[src/design/ics_pkg.sv]
// shared constants and types of the instruction cycle and status block
package ics_pkg;

	// ****************************************************************
	// quadrature phases
	// ****************************************************************
	typedef enum logic [1:0] {
		PH_ONE = 2'b00,
		PH_TWO = 2'b01,
		PH_THREE = 2'b10,
		PH_FOUR = 2'b11
	} ics_phase_t;

	localparam int PHASES_PER_CYCLE = 4;
	localparam ics_phase_t PHASE_RESET = PH_FOUR;
	localparam logic [3:0] PHASE_OH_RESET = 4'h8;

	// ****************************************************************
	// status register
	// ****************************************************************
	localparam logic [7:0] STATUS_ADDR_BANK0 = 8'h03;
	localparam logic [7:0] STATUS_ADDR_BANK1 = 8'h83;
	localparam int ST_IND_BANK = 7;
	localparam int ST_BANK_HI = 6;
	localparam int ST_BANK_LO = 5;
	localparam int ST_TIMEOUT = 4;
	localparam int ST_PWRDN = 3;
	localparam int ST_ZERO = 2;
	localparam int ST_DCARRY = 1;
	localparam int ST_CARRY = 0;
	localparam logic [7:0] STATUS_RESET = 8'h18;
	localparam logic [7:0] STATUS_UPPER_MASK = 8'he0;
	localparam logic [7:0] STATUS_FLAG_MASK = 8'h07;

	// ****************************************************************
	// apb register map
	// ****************************************************************
	localparam int APB_AW = 8;
	localparam logic [7:0] APB_CTRL = 8'h00;
	localparam logic [7:0] APB_STATUS = 8'h04;
	localparam logic [7:0] APB_PC = 8'h08;
	localparam logic [7:0] APB_IR = 8'h0c;
	localparam int CTRL_RUN_BIT = 0;
	localparam logic CTRL_RUN_RESET = 1'b1;

	// ****************************************************************
	// carriers
	// ****************************************************************
	typedef struct packed {
		logic [7:0] op_addr;
		logic dest_we;
		logic [7:0] dest_addr;
		logic [7:0] result;
		logic aff_z;
		logic aff_dc;
		logic aff_c;
		logic carry_raw;
		logic dcarry_raw;
		logic subtract;
		logic jump;
	} ics_exec_t;

	typedef struct packed {
		logic rd;
		logic [7:0] raddr;
		logic we;
		logic [7:0] waddr;
		logic [7:0] wdata;
	} ics_dmem_t;

endpackage

[src/design/ics_core_timing.sv]
// instruction cycle sequencing, fetch/execute pipeline and status register
// ****************************************************************
// ****************************************************************
module ics_core_timing #(
	parameter int PC_W = 13,
	parameter int IW = 14
) (
	input wire logic clk,
	input wire logic resetn,
	input wire logic ce,
	input wire logic psel,
	input wire logic penable,
	input wire logic pwrite,
	input wire logic [ics_pkg::APB_AW-1:0] paddr,
	input wire logic [31:0] pwdata,
	output logic [31:0] prdata,
	output logic pready,
	output logic pslverr,
	output logic [PC_W-1:0] pm_addr,
	input wire logic [IW-1:0] pm_rdata,
	output logic [IW-1:0] ir,
	output logic ir_valid,
	output logic [3:0] phase_oh,
	input wire ics_pkg::ics_exec_t ex,
	input wire logic [PC_W-1:0] jump_target,
	output ics_pkg::ics_dmem_t dm,
	input wire logic [7:0] dm_rdata,
	output logic [7:0] operand,
	output logic [7:0] status,
	input wire logic timeout_set,
	input wire logic timeout_clr,
	input wire logic pwrdn_set,
	input wire logic pwrdn_clr
);
	import ics_pkg::*;

	typedef struct packed {
		logic [PC_W-1:0] pc;
		logic [PC_W-1:0] pm_addr;
		logic [IW-1:0] fetch;
		logic fetch_valid;
		logic [IW-1:0] ir;
		logic ir_valid;
		ics_dmem_t dm;
		logic [7:0] operand;
		logic [7:0] status;
		logic run;
		logic [31:0] prdata;
		logic pready;
		logic pslverr;
	} ics_core_state_t;

	ics_core_state_t st_q;
	ics_core_state_t st_d;
	ics_phase_t phase_q;
	logic [3:0] phase_oh_q;
	logic adv;

	// ****************************************************************
	// helpers
	// ****************************************************************
	function automatic logic is_status(input logic [7:0] a);
		return (a == STATUS_ADDR_BANK0) || (a == STATUS_ADDR_BANK1);
	endfunction

	// carry flags read as not-borrow when subtracting
	function automatic logic carry_flag(input logic raw, input logic sub);
		return sub ? ~raw : raw;
	endfunction

	// next status value after an executed instruction
	function automatic logic [7:0] status_exec(input logic [7:0] s, input ics_exec_t e);
		logic [7:0] n;
		logic aff;
		n = s;
		aff = e.aff_z | e.aff_dc | e.aff_c;
		if (e.dest_we && is_status(e.dest_addr)) begin
			n = (n & ~STATUS_UPPER_MASK) | (e.result & STATUS_UPPER_MASK);
			if (!aff) begin
				n = (n & ~STATUS_FLAG_MASK) | (e.result & STATUS_FLAG_MASK);
			end
		end
		if (e.aff_z) begin
			n[ST_ZERO] = (e.result == 8'h00);
		end
		if (e.aff_dc) begin
			n[ST_DCARRY] = carry_flag(e.dcarry_raw, e.subtract);
		end
		if (e.aff_c) begin
			n[ST_CARRY] = carry_flag(e.carry_raw, e.subtract);
		end
		return n;
	endfunction

	// ****************************************************************
	// phase generator
	// ****************************************************************
	// the whole pipeline stands still while software has stopped it
	assign adv = ce & st_q.run;

	ics_phase_gen u_phase (
		.clk(clk),
		.resetn(resetn),
		.en(adv),
		.phase_q(phase_q),
		.phase_oh_q(phase_oh_q)
	);

	// ****************************************************************
	// next state
	// ****************************************************************
	always_comb begin
		st_d = st_q;
		if (adv) begin
			// strobes end with their phase; a stalled phase keeps them, so a held read stays valid
			st_d.dm.rd = 1'b0;
			st_d.dm.we = 1'b0;
			case (phase_q)
				PH_FOUR: begin
					// entering phase one
					st_d.pc = st_q.pc + 1'b1;
					st_d.pm_addr = st_q.pc;
					st_d.ir = st_q.fetch;
					st_d.ir_valid = st_q.fetch_valid;
				end
				PH_ONE: begin
					st_d.dm.rd = st_q.ir_valid;
					st_d.dm.raddr = ex.op_addr;
				end
				PH_TWO: begin
					// status is read from here, not from data memory
					st_d.operand = is_status(st_q.dm.raddr) ? st_q.status : dm_rdata;
				end
				PH_THREE: begin
					// entering phase four
					st_d.fetch = pm_rdata;
					st_d.fetch_valid = 1'b1;
					if (st_q.ir_valid) begin
						st_d.status = status_exec(st_q.status, ex);
						st_d.dm.we = ex.dest_we && !is_status(ex.dest_addr);
						st_d.dm.waddr = ex.dest_addr;
						st_d.dm.wdata = ex.result;
						if (ex.jump) begin
							// prefetched word is stale: it becomes a bubble
							st_d.pc = jump_target;
							st_d.fetch_valid = 1'b0;
						end
					end
				end
				default: st_d.fetch_valid = st_q.fetch_valid;
			endcase
		end
		if (ce) begin
			// software writes never reach these two bits
			if (timeout_clr) st_d.status[ST_TIMEOUT] = 1'b0;
			if (timeout_set) st_d.status[ST_TIMEOUT] = 1'b1;
			if (pwrdn_clr) st_d.status[ST_PWRDN] = 1'b0;
			if (pwrdn_set) st_d.status[ST_PWRDN] = 1'b1;
			// apb slave: one wait-free access phase
			st_d.pready = psel && !penable && !st_q.pready;
			if (psel && !penable && !st_q.pready) begin
				st_d.pslverr = 1'b0;
				case (paddr)
					APB_CTRL: st_d.prdata = {31'h0, st_q.run};
					APB_STATUS: st_d.prdata = {21'h0, phase_q, st_q.ir_valid, st_q.status};
					APB_PC: st_d.prdata = 32'(st_q.pc);
					APB_IR: st_d.prdata = 32'(st_q.ir);
					default: begin
						st_d.prdata = 32'h0;
						st_d.pslverr = 1'b1;
					end
				endcase
			end
			if (psel && penable && st_q.pready && pwrite && paddr == APB_CTRL) begin
				st_d.run = pwdata[CTRL_RUN_BIT];
			end
		end
	end

	always_ff @(posedge clk) begin
		if (!resetn) begin
			st_q <= '0;
			st_q.status <= STATUS_RESET;
			st_q.run <= CTRL_RUN_RESET;
		end else begin
			st_q <= st_d;
		end
	end

	assign prdata = st_q.prdata;
	assign pready = st_q.pready;
	assign pslverr = st_q.pslverr;
	assign pm_addr = st_q.pm_addr;
	assign ir = st_q.ir;
	assign ir_valid = st_q.ir_valid;
	assign phase_oh = phase_oh_q;
	assign dm = st_q.dm;
	assign operand = st_q.operand;
	assign status = st_q.status;

	logic no_dev_evt;
	assign no_dev_evt = !timeout_set && !timeout_clr && !pwrdn_set && !pwrdn_clr;
endmodule

[src/design/ics_phase_gen.sv]
// divide-by-four quadrature phase generator
module ics_phase_gen (
	input wire logic clk,
	input wire logic resetn,
	input wire logic en,
	output ics_pkg::ics_phase_t phase_q,
	output logic [3:0] phase_oh_q
);
	import ics_pkg::*;

	typedef struct packed {
		ics_phase_t ph;
		logic [3:0] oh;
	} ics_pg_state_t;

	ics_pg_state_t st_q;
	ics_pg_state_t st_d;

	always_comb begin
		st_d = st_q;
		if (en) begin
			case (st_q.ph)
				PH_ONE: st_d.ph = PH_TWO;
				PH_TWO: st_d.ph = PH_THREE;
				PH_THREE: st_d.ph = PH_FOUR;
				PH_FOUR: st_d.ph = PH_ONE;
				default: st_d.ph = PH_ONE;
			endcase
			st_d.oh = 4'h1 << st_d.ph;
		end
	end

	always_ff @(posedge clk) begin
		if (!resetn) begin
			st_q <= '{ph: PHASE_RESET, oh: PHASE_OH_RESET};
		end else begin
			st_q <= st_d;
		end
	end

	assign phase_q = st_q.ph;
	assign phase_oh_q = st_q.oh;
endmodule

[config.mk]
export PLATFORM = sky130hd
export DESIGN_NAME = ics_core_timing
export DESIGN_NICKNAME = d
export VERILOG_FILES = /design/src/design/ics_pkg.sv /design/src/design/ics_core_timing.sv /design/src/design/ics_phase_gen.sv
export SDC_FILE = /design/constraint.sdc
export NUM_CORES = 1
export LEC_CHECK = 0
export BUFFER_PORTS_ARGS = -buffer_cell sky130_fd_sc_hd__buf_2
export CAP_MARGIN = 30
export CORE_MARGIN = 5
export CORE_UTILIZATION = 40
export CTS_CLUSTER_SIZE = 14
export DETAILED_ROUTE_END_ITERATION = 7
export MAX_ROUTING_LAYER = met4
export PLACE_DENSITY = 0.79
export SLEW_MARGIN = 10
export SYNTH_ARGS = -nofsm -noshare
export SYNTH_HDL_FRONTEND = slang
export SYNTH_SLANG_ARGS = --single-unit
[constraint.sdc]
create_clock -name clk -period 4.1 [get_ports clk]
set_input_delay 0.615 -clock clk [delete_from_list [all_inputs] [get_ports clk]]
set_output_delay 0.615 -clock clk [all_outputs]
set_load 0.05 [all_outputs]
# == After elaboration in Yosys (flattened, before gate mapping) ==
# Cells that the tools add are included.
# classes
add_sub_neg,1
n_eq_ne,12
n_shift,1
n_mux,28
n_bitwise,7
reduce_logical,33
# ops
operator,count
$pmux 14 s4,1
$mux 17,2
$mux 13,2
$pmux 13 s2,1
$mux 5,4
$reduce_and 4->1,5
$eq 8x2->1 const B,2
$eq 8x4->1 const B,2
$eq 8x8->1 const B,2
$logic_not 8->1,2
$mux 8,2
$add 13x1->13 const B,1
$mux 1,12
$reduce_and 2->1,6
$mux 9,1
$eq 8x3->1 const B,1
$logic_and 1x1->1,8
$or 5x8->8,1
$or 8x3->8,1
$pmux 2 s4,1
$reduce_bool 2->1,4
$eq 2x2->1 const B,2
$mux 2,2
$ne 2x2->1 const B,2
other kinds (10),15
# word_totals
register_bits,139
input_bits,117
out_inout_bits,108
wordCells,105

# == Depth between registers and ports, before layout ==
# Gate-level depths: netlist (run 1).
# depth
word_depth,11
ltp_mapped,9
ltp_nobuf,6

# == By module ==
# Synthesis (run 1) repeated with hierarchy kept, for this count alone.
# hier_totals
cells_unflattened,736
area_unflattened_um2,6010.8
# modules_own_cells
mod,instances,cells_each,area_each_um2,seq_area_each_um2
ics_core_timing,1,710,5726.7,2302.2
ics_phase_gen,1,26,284.0,120.1

# == Worst setup path before layout (run 1) ==
# Ideal clock, no wire load.
# synth_timing
path_type,input port to flip-flop
start,input port ex[6] (netlist name)
end,"register, netlist name status[0]"
setup_ps,119
arrival_time_ps,1717
path_slack_ps,2265
stages,4
path_cell_list,or4b_2 nor4_2 a21oi_1 o221a_1
# synth_via
elab_chain_cells,5
# synth_lines
item,line,rtl
start: declaration,ics_core_timing.sv:24,"input wire ics_pkg::ics_exec_t ex,"
$or 1x1->1 (2 in series),ics_core_timing.sv:76,aff = e.aff_z | e.aff_dc | e.aff_c;
$mux 8,ics_core_timing.sv:79,if (!aff) begin
$mux 5,ics_core_timing.sv:77,if (e.dest_we && is_status(e.dest_addr)) begin
$mux 1,ics_core_timing.sv:89,if (e.aff_c) begin
# No other way between the ends. The select of a mux whose other input is x is not followed.
# A chain may end at the register's enable or synchronous reset.

# == Worst setup path after layout (run 1) ==
# layout_timing
start,register u_phase.st_q (netlist bit u_phase.phase_q[0])
end,"register, netlist name status[5]"
# layout_via
elab_chain_cells,2
# layout_lines
item,line,rtl
start: declaration,ics_phase_gen.sv:16,ics_pg_state_t st_q;
start signal: assignment,ics_phase_gen.sv:35,"st_q <= '{ph: PHASE_RESET, oh: PHASE_OH_RESET};"
start signal: assignment,ics_phase_gen.sv:37,st_q <= st_d;
$eq 2x2->1,ics_core_timing.sv:118,case (phase_q)
$reduce_and 4->1 (no source line),n/a,
# No other way between the ends.

==> reports/results.txt, run 1 <==
vias in the first global route = 4,966
worst-margin pin slew = 0.785 ns
layout cells sized above 1 = 28.2%
maximum VDD drop = 0.267 mV
status = finished clean
sequential fraction of the synthesis area = 39.5%
clock skew = 0.00971 ns
grt ovf = 0
Avg Inst Size Synth = 8.09 sq um
die extent in x = 134 um
synth unique cells = 64
CP endpoint kind = register
Hold Vio Cnt, Final = 0
Final TNS setup = 0 ns
Starting DRT DRC Count = 503
Buf+Inv Stages, Crit Path = 3
cell family with most CP delay = buffers and inverters
Antenna Nets Post-Route = 0
Yosys reg bits = 121
setup bufs post-CTS = 0
Core Box Area = 15,100 sq um
Synth Warn # = 0
Worst Path Max Fanout = 37
fin crit share = 52.4%
fill cell count = 1,505
DP HPWL = 12,400 um
CP max-delay cell = dfxtp_1
largest net degree at the start of global routing = 65
PostCTS Resize Cnt = 0
FMAX = 466 MHz
PortBufs = 175
Num CTS Buffers = 17
CTS HTree Levels = 4
routed vias/inst = 5.25
Syn Std Cell Area = 6130 sq um
type of the worst min-delay path = primary input to register
CP cell instances = inv_1 -> ha_1 -> buf_4 -> and4_1 -> buf_4 -> nand4_1 -> mux2i_1 -> nor2_1
Residual DRC = 0
area delta synth->final = 15.3%
via count = 5,377
Primary FF master, synth = dfxtp_1
clk buf depth = 2
RSZ-0062 raised after global routing = no
row count = 45
drt pass-1 iters = 5
Setup CP Type = register to register
EDFF count, synth = 0
clock sinks = 121
Die Y = 134 um
Total GRT Usage = 19.3%
Critical Path RT = 4.40 ns
Max Slew Vio Count = 0
P_leak = 3.00 nW
die area = 17,900 sq um
Post-Route Utilization = 46.8%
CTS tree = done
Hold WS = 0.430 ns
global-route wire length before repair = 26,600 um
GP Congestion = 0.887
Routed WL = 17,200 um
power per standard cell area = 450 nW/um^2
final setup vio count = 0
cts hold-fix bufs = 0
initial antenna violation count = 1
Total Nets Final = 947
Crit path largest cell delay = 0.36 ns
Rel. slew slack = 47.2%
starting density of the core = 40.6%
crit path time final = 2.15 ns
Max-cap violations = 0
asr flop ratio synth = 0%
crit path DAT = 2.45 ns
Synth Instances = 758
per-cell routed wire length = 16.8 um
Root Buffer = clkbuf_16
Top cell by count, worst path = buf_4
nature of the critical path startpoint = register
I/O Pins = 225
CTS clk-pin slew, worst paths = 0.06 ns
clock latency on the worst-skew pair = 0.42 ns
==> synthesized netlist by cell type (2+ instances only) <==
| cell type | number | area share [%] |
|---|---|---|
| a21boi_0 | 2 | 0.24 |
| a31oi_1 | 5 | 0.51 |
| a211oi_1 | 11 | 1.3 |
| ha_1 | 7 | 1.4 |
| nand2_1 | 159 | 9.7 |
| nand4_1 | 11 | 1.1 |
| a221o_1 | 2 | 0.33 |
| or4b_2 | 2 | 0.33 |
| nor4_1 | 7 | 0.71 |
| nand3_1 | 17 | 1.4 |
| a22oi_1 | 12 | 1.5 |
| o311ai_0 | 2 | 0.29 |
| o21ai_0 | 21 | 1.7 |
| nor2_1 | 32 | 2.0 |
| and2_1 | 9 | 0.92 |
| buf_1 | 4 | 0.24 |
| mux2i_1 | 15 | 2.4 |
| nand4b_1 | 2 | 0.29 |
| a21o_1 | 3 | 0.37 |
| buf_2 | 15 | 1.2 |
| clkbuf_1 | 33 | 2.0 |
| or4_1 | 2 | 0.24 |
| o211ai_1 | 2 | 0.24 |
| nand3b_1 | 4 | 0.49 |
| o31ai_1 | 3 | 0.37 |
| a21oi_1 | 83 | 6.8 |
| mux2_2 | 10 | 1.8 |
| inv_1 | 6 | 0.37 |
| and4_1 | 2 | 0.29 |
| a32oi_1 | 3 | 0.43 |
| nor3b_1 | 2 | 0.24 |
| and3_1 | 4 | 0.41 |
| dfxtp_1 | 121 | 40 |
| nor2b_1 | 2 | 0.20 |
| nand2b_1 | 5 | 0.51 |
| buf_4 | 101 | 12 |
| nor3_1 | 3 | 0.24 |
| a2bb2oi_1 | 6 | 0.86 |
| o221ai_1 | 3 | 0.43 |
==> placed cells by master (no fill, tap or decap), drive strengths merged, types with 10 or more instances in the layout <==
cell type / count
a22oi: 12
mux2i: 15
conb: 18
dfxtp: 121
nand3: 17
nor2: 32
a21oi: 83
nand4: 12
clkbuf: 17
a211oi: 11
o21ai: 21
buf: 183
inv: 10
mux2: 10
nand2: 159
==> final timing paths <==
| kind | start | end | slack [ns] | cells past startpoint |
|---|---|---|---|---|
| worst min-delay path | pm_rdata[6] | st_q[99] | 0.43 | 3 |
| worst min register to register | dm[15] | dm[15] | 0.45 | 2 |
| worst max register to register | u_phase.phase_q[0] | status[5] | 1.95 | 8 |
| worst max-delay path | u_phase.phase_q[0] | status[5] | 1.95 | 8 |
==> where the power goes <==
group / internal, mW / total (mW) / switching [mW]
Clock: 1.03 / 1.62 / 0.586
Combinational: 0.100 / 0.336 / 0.236
Sequential: 1.20 / 1.23 / 0.0254
Total: 2.33 / 3.18 / 0.848
==> registers in the layout (all words and copies together) (netlist names), 2 cells and up <==
name / cells
operand: 8
u_phase.phase_oh_q: 4
st_q: 29
u_phase.phase_q: 2
status: 8
ir: 14
prdata: 14
pm_addr: 13
dm: 26
==> logic make-up (layout without fill, tap and decap cells) <==
| family | count (synthesis) | in the layout | share of synthesized area (%) |
|---|---|---|---|
| and+or+nand+nor | 272 | 272 | 20.7 |
| AOI/OAI and AO/OA | 168 | 168 | 17.0 |
| buffers and inverters | 161 | 222 | 16.4 |
| DFF | 121 | 121 | 39.5 |
| muxes | 26 | 26 | 4.65 |
| adders and majority gates | 7 | 7 | 1.43 |
| xor gates and xnor gates | 2 | 2 | 0.286 |
| other | 1 | 19 | 0.0612 |
==> metrics by stage <==
| step | cell area (sq um) | setup WS, ns | cells | power [mW] |
|---|---|---|---|---|
| final | 7070 | 1.95 | 1025 | 3.18 |
| after global routing | 7070 | 1.82 | 1025 | 3.30 |
| after CTS | 7060 | 1.97 | 1024 | 3.21 |
| after detailed placement | 6420 | 1.63 | 992 | 1.59 |
| after global placement | 6390 | 1.61 | 991 | 1.58 |
| after floorplan | 6190 | 2.26 | 775 | 1.50 |
==> worst reg2reg max path, cell delays in order, from the launching register on <==
cell and delay (ns):
dfxtp_1 0.36, inv_1 0.12, ha_1 0.15, buf_4 0.33, and4_1 0.25, buf_4 0.28
nand4_1 0.26, mux2i_1 0.22, nor2_1 0.05
==> routing by layer <==
| metal | vias up | share of wire, % | global-route usage, % |
|---|---|---|---|
| li1 | 2640 | - | - |
| met1 | 2517 | 45 | 24.5 |
| met2 | 201 | 47 | 30.1 |
| met3 | 19 | 7.6 | 5.93 |
| met4 | 0 | 0.96 | 5.03 |
| met5 | - | 0 | - |
==> layout make-up <==
type                            instances  area [sq um]  share of cell area [%]
Timing Repair Buffer                  183           968                    13.7
Antenna cell                            1          2.50                  0.0354
Multi-Input combinational cell        493          2770                    39.2
Sequential cell                       121          2420                    34.3
Inverter                                7          27.5                   0.390
Tap cell                              188           235                    3.33
Clock inverter                         15           216                    3.06
Clock buffer                           17           425                    6.02
Note: power is estimated with default switching activity, not from simulation.
==> inputs of run 2 (changes only) <==
==> constraint.sdc (replaced) <==
create_clock -name clk -period 2.1 [get_ports clk]
set_input_delay 0.315 -clock clk [delete_from_list [all_inputs] [get_ports clk]]
set_output_delay 0.315 -clock clk [all_outputs]
set_load 0.05 [all_outputs]
==> reports/results.txt, run 2 (synthesized netlist as in run 1, its figures left out) <==
Post-Route Utilization = 47.5% (+0.63 points)
CTS HTree Levels = 4 (unchanged)
Crit path largest cell delay = 0.62 ns (+0.26 ns)
via count = 5,411 (+0.63%)
power per standard cell area = 842 nW/um^2 (+87%)
die area = 17,900 sq um (unchanged)
commonest non-fill, non-tap cell in the layout = buf_2
Num CTS Buffers = 17 (unchanged)
setup ws final = 0.189 ns (-1.76 ns)
DP HPWL = 12,800 um (+2.7%)
final setup vio count = 0 (unchanged)
Max-cap violations = 0 (unchanged)
die extent in x = 134 um (unchanged)
FF-to-FF End = st_q[94]
end point of the critical path = st_q[94]
worst-margin pin slew = 0.674 ns (-0.111 ns)
CTS tree = done
type of the worst min-delay path = primary input to register
Starting DRT DRC Count = 377 (-25%)
Hold Vio Cnt, Final = 0 (unchanged)
P_leak = 3.09 nW (+3.0%)
clock skew = 0.0112 ns (+0.00146 ns)
largest net degree at the start of global routing = 36 (-45%)
crit path time final = 1.91 ns (-0.237 ns)
Final TNS setup = 0 ns (unchanged)
Routed WL = 17,300 um (+0.57%)
per-cell routed wire length = 16.6 um (-1.4%)
PortBufs = 175 (unchanged)
flop-to-flop setup slack = 0.19 ns (-1.76 ns)
Critical Path RT = 2.44 ns (-1.96 ns)
global-route wire length before repair = 26,900 um (+0.96%)
setup bufs post-CTS = 0 (unchanged)
FMAX = 523 MHz (+12%)
Core Box Area = 15,100 sq um (unchanged)
max reg flops = 29 (unchanged)
Antenna Nets Post-Route = 0 (unchanged)
worst r2r path cells = 6 (-2)
crit path DAT = 2.25 ns (-0.20 ns)
vias in the first global route = 4,935 (-0.62%)
crit path from = u_phase.phase_q[0]
grt ovf = 0 (unchanged)
Total Nets Final = 966 (+2.0%)
area delta synth->final = 16.8%
CP endpoint kind = register
maximum VDD drop = 0.564 mV (+110%)
starting density of the core = 40.6% (unchanged)
cts hold-fix bufs = 0 (unchanged)
Die Y = 134 um (unchanged)
layout cells sized above 1 = 29.6% (+1.4 points)
Setup WS pre-CTS = 0.158 ns (-1.47 ns)
Reg with most FFs = st_q
Worst Path Max Fanout = 35 (-5.4%)
PostCTS Resize Cnt = 0 (unchanged)
Root Buffer = clkbuf_16
drt pass-1 iters = 5 (unchanged)
CP cell instances = inv_1 -> ha_1 -> buf_12 -> and3_1 -> nand2_1 -> a21oi_1
clock latency on the worst-skew pair = 0.41 ns (about the same)
row count = 45 (unchanged)
clock sinks = 121 (unchanged)
routed vias/inst = 5.18 (-1.3%)
Setup CP Type = register to register
Residual DRC = 0 (unchanged)
worst r2r src = u_phase.phase_q[0]
CP max-delay cell = and3_1
nature of the critical path startpoint = register
clk buf depth = 2 (unchanged)
RSZ-0062 raised after global routing = no
CTS clk-pin slew, worst paths = 0.06 ns (about the same)
Rel. slew slack = 55.1% (+7.9 points)
fin crit share = 91.0% (+39 points)
most frequent cells in the layout = 175 x buf_2, 159 x nand2_1, 120 x dfxtp_1, 83 x a21oi_1, 32 x nor2_1
Max Slew Vio Count = 0 (unchanged)
status = finished clean
I/O Pins = 225 (unchanged)
Total GRT Usage = 19.4% (+0.091 points)
initial antenna violation count = 2 (+1)
GP Congestion = 0.869 (-2.0%)
## run 2: cell types whose count changed in the layout (fill, tap and decap cells not counted), moves of 3 or more
cell        previous run  this run
clkinv_2               1         7
clkbuf_8               0         3
clkinv_4               3         0
clkbuf_1               0         3
buf_4                  6        25
clkinvlp_4             4         0
## run 2: routing by layer
metal / routed length [um] / track usage (%)
met1: 7490 / 24.8
met2: 8220 / 30.7
met3: 1440 / 5.29
met4: 174 / 4.69
met5: 0 / -
## run 2: report_power, final
group          total, mW  switching, mW  internal, mW
clock               2.96           1.01          1.95
combinational      0.678          0.468         0.209
sequential          2.40         0.0473          2.35
## run 2: worst min path at each step
| stage | from | end | cells after the start |
|---|---|---|---|
| final | pm_rdata[2] | st_q[95] | 3 |
| after global routing | pm_rdata[3] | st_q[96] | 3 |
| after CTS | pm_rdata[6] | st_q[99] | 3 |
| after detailed placement | dm[25] | dm[25] | 2 |
| after global placement | dm[25] | dm[25] | 2 |
| after floorplan | st_q[92] | ir_valid | 2 |
## run 2: layout make-up
class	instances	area, sq um
tap	188	235
sequential	121	2420
antenna	2	5.00
timing repair buffer	202	1100
fill	1472	7930
multi-input combinational	493	2770
inverter	7	27.5
clock buffer	23	478
clock inverter	9	120
## run 2: worst max-delay path, delay by kind of cell, from the launching register on
family          cells  cell delay, ns
simple gates        2            0.76
buf+inv             2            0.32
flops               1            0.35
fa+ha+maj           1            0.24
compound gates      1            0.16
## run 2: per-stage QoR
| step | area (sq um) | hold slack, ns | total power, mW | cells |
|---|---|---|---|---|
| after floorplan | 6190 | 0.429 | 2.93 | 775 |
| after global placement | 6560 | 0.437 | 3.11 | 1011 |
| after global routing | 7160 | 0.136 | 6.25 | 1045 |
| after CTS | 7150 | 0.119 | 6.09 | 1043 |
| final | 7160 | 0.138 | 6.03 | 1045 |
| after detailed placement | 6560 | 0.444 | 3.12 | 1011 |
==> inputs of run 3 (changes only) <==
--- a/config.mk
+++ b/config.mk
@@ -11,6 +11,7 @@
 export CORE_UTILIZATION = 40
 export CTS_CLUSTER_SIZE = 14
 export DETAILED_ROUTE_END_ITERATION = 7
+export GPL_TIMING_DRIVEN = 0
 export MAX_ROUTING_LAYER = met4
 export PLACE_DENSITY = 0.79
 export SLEW_MARGIN = 10
==> reports/results.txt, run 3 (synthesized netlist as in run 1, its figures left out) <==
area delta synth->final = 28.0%
Reg with most FFs = st_q
power per standard cell area = 746 nW/um^2 (-11%)
drt pass-1 iters = 5 (unchanged)
global-route wire length before repair = 29,700 um (+10%)
grt ovf = 0 (unchanged)
Max Slew Vio Count = 0 (unchanged)
fin crit share = 91.0% (about the same)
Final TNS setup = 0 ns (unchanged)
Num CTS Buffers = 17 (unchanged)
Critical Path RT = 2.45 ns (about the same)
Worst Path Max Fanout = 10 (-71%)
CTS HTree Levels = 4 (unchanged)
final setup vio count = 0 (unchanged)
Setup CP Type = register to register
initial antenna violation count = 0 (-2)
crit path DAT = 2.26 ns (about the same)
crit path from = u_phase.phase_q[0]
clk buf depth = 2 (unchanged)
Hold Vio Cnt, Final = 0 (unchanged)
via count = 5,955 (+10%)
nature of the critical path startpoint = register
Non-Filler Instances = 1,165 (+11%)
clock sinks = 121 (unchanged)
CTS clk-pin slew, worst paths = 0.05 ns (about the same)
row count = 45 (unchanged)
Max-cap violations = 0 (unchanged)
Core Box Area = 15,100 sq um (unchanged)
type of the worst min-delay path = primary input to register
largest net degree at the start of global routing = 17 (-53%)
hold depth = 3 (unchanged)
Post-Place Cell Area = 7290 sq um (+11%)
RSZ-0062 raised after global routing = no
crit path time final = 1.91 ns (-0.000355 ns)
Residual DRC = 0 (unchanged)
multi-input gate area in the final layout = 2770 sq um (+0.14%)
starting density of the core = 40.6% (unchanged)
register area = 2420 sq um (unchanged)
layout cells sized above 1 = 34.8% (+5.2 points)
Starting DRT DRC Count = 476 (+26%)
clock skew = 0.00676 ns (-0.00441 ns)
die extent in x = 134 um (unchanged)
die area = 17,900 sq um (unchanged)
worst r2r src = u_phase.phase_q[0]
FMAX = 524 MHz (about the same)
Pwr Total = 5.85 mW (-3.0%)
Total Nets Final = 1,090 (+13%)
I/O Pins = 225 (unchanged)
commonest non-fill, non-tap cell in the layout = buf_2
cts hold-fix bufs = 0 (unchanged)
Die Y = 134 um (unchanged)
per-cell routed wire length = 16.4 um (-1.0%)
vias in the first global route = 5,671 (+15%)
Routed WL = 19,100 um (+10%)
max reg flops = 29 (unchanged)
GP Congestion = 0.930 (+7.0%)
Total GRT Usage = 21.6% (+2.2 points)
flop-to-flop setup slack = 0.19 ns (about the same)
CP endpoint kind = register
Root Buffer = clkbuf_16
Rel. slew slack = 41.0% (-14 points)
status = finished clean
Antenna Nets Post-Route = 0 (unchanged)
maximum VDD drop = 0.612 mV (+8.6%)
worst r2r path cells = 7 (+1)
FF-to-FF End = st_q[127]
DP HPWL = 14,300 um (+12%)
P_leak = 3.58 nW (+16%)
routed vias/inst = 5.11 (-1.3%)
PortBufs = 173 (-1.1%)
Hold WS = 0.131 ns (-0.00701 ns)
worst-margin pin slew = 0.876 ns (+0.203 ns)
dpl cells = 1,136 (+12%)
clock latency on the worst-skew pair = 0.42 ns (about the same)
most frequent cells in the layout = 187 x buf_2, 159 x nand2_1, 120 x dfxtp_1, 101 x buf_4, 82 x a21oi_1
hold endpoint = st_q[97]
fill cell count = 1,465 (-0.48%)
post-route cell area = 7840 sq um (+9.5%)
CTS tree = done
Hold Startpoint = pm_rdata[4]
[run 3: changes by cell type in the layout (fill, tap and decap cells not counted), sizes merged]
cell    change
diode       -1
clkinv      -5
clkbuf     +37
bufinv      -2
inv         +1
buf        +90
[run 3: what timing repair did]
action                                  4_1_cts  5_1_grt
gates resized for setup                       1        7
buffers inserted                              0        0
pin swaps                                     0        0
endpoints found under the setup margin        4       38
[run 3: area by class of cell]
cell class                 count  share of cell area [%]
timing repair buffer         173                    11.0
sequential                   121                    30.9
clock buffer                  26                    6.36
buffer                       153                    12.5
clock inverter                 3                   0.510
inverter                       7                   0.335
antenna                        1                  0.0319
multi-input combinational    493                    35.3
tap                          188                    3.00
[run 3: layer usage]
metal / global-route usage (%) / up-vias / share of wire (%)
met3: 6.15 / 36 / 8.4
met4: 7.77 / 0 / 2.4
li1: - / 2923 / -
met1: 27.0 / 2717 / 43
met2: 33.6 / 279 / 46
met5: - / - / 0
[run 3: where the power goes]
part | total, mW | internal [mW] | leakage, nW | switching, mW
logic | 0.745 | 0.244 | 2.33 | 0.501
registers | 2.40 | 2.35 | 0.979 | 0.0507
clock network | 2.70 | 1.73 | 0.266 | 0.978
total | 5.85 | 4.32 | 3.58 | 1.53
[run 3: through the flow]
stage,util (%),setup slack (ns)
6_report,52.0,0.190
2_1_floorplan,-,0.311
3_5_place_dp,48.3,-0.0453
4_1_cts,51.9,0.0298
5_1_grt,52.0,0.0127
3_3_place_gp,48.3,-0.00195
[run 3: critical path: stages (launching register included)]
cell     delay (ns)
dfxtp_2        0.35
inv_1          0.11
ha_1           0.15
buf_2          0.22
and4_1         0.37
buf_2          0.29
a32oi_1        0.16
a21oi_1        0.17
[run 3: how the worst max path moves through the flow]
stage                      to  slack, ns
floorplan           status[5]       0.31
finish              st_q[127]       0.19
global route        status[6]       0.01
detailed placement  st_q[126]      -0.05
global placement    st_q[130]     -0.002
CTS                 st_q[121]       0.03
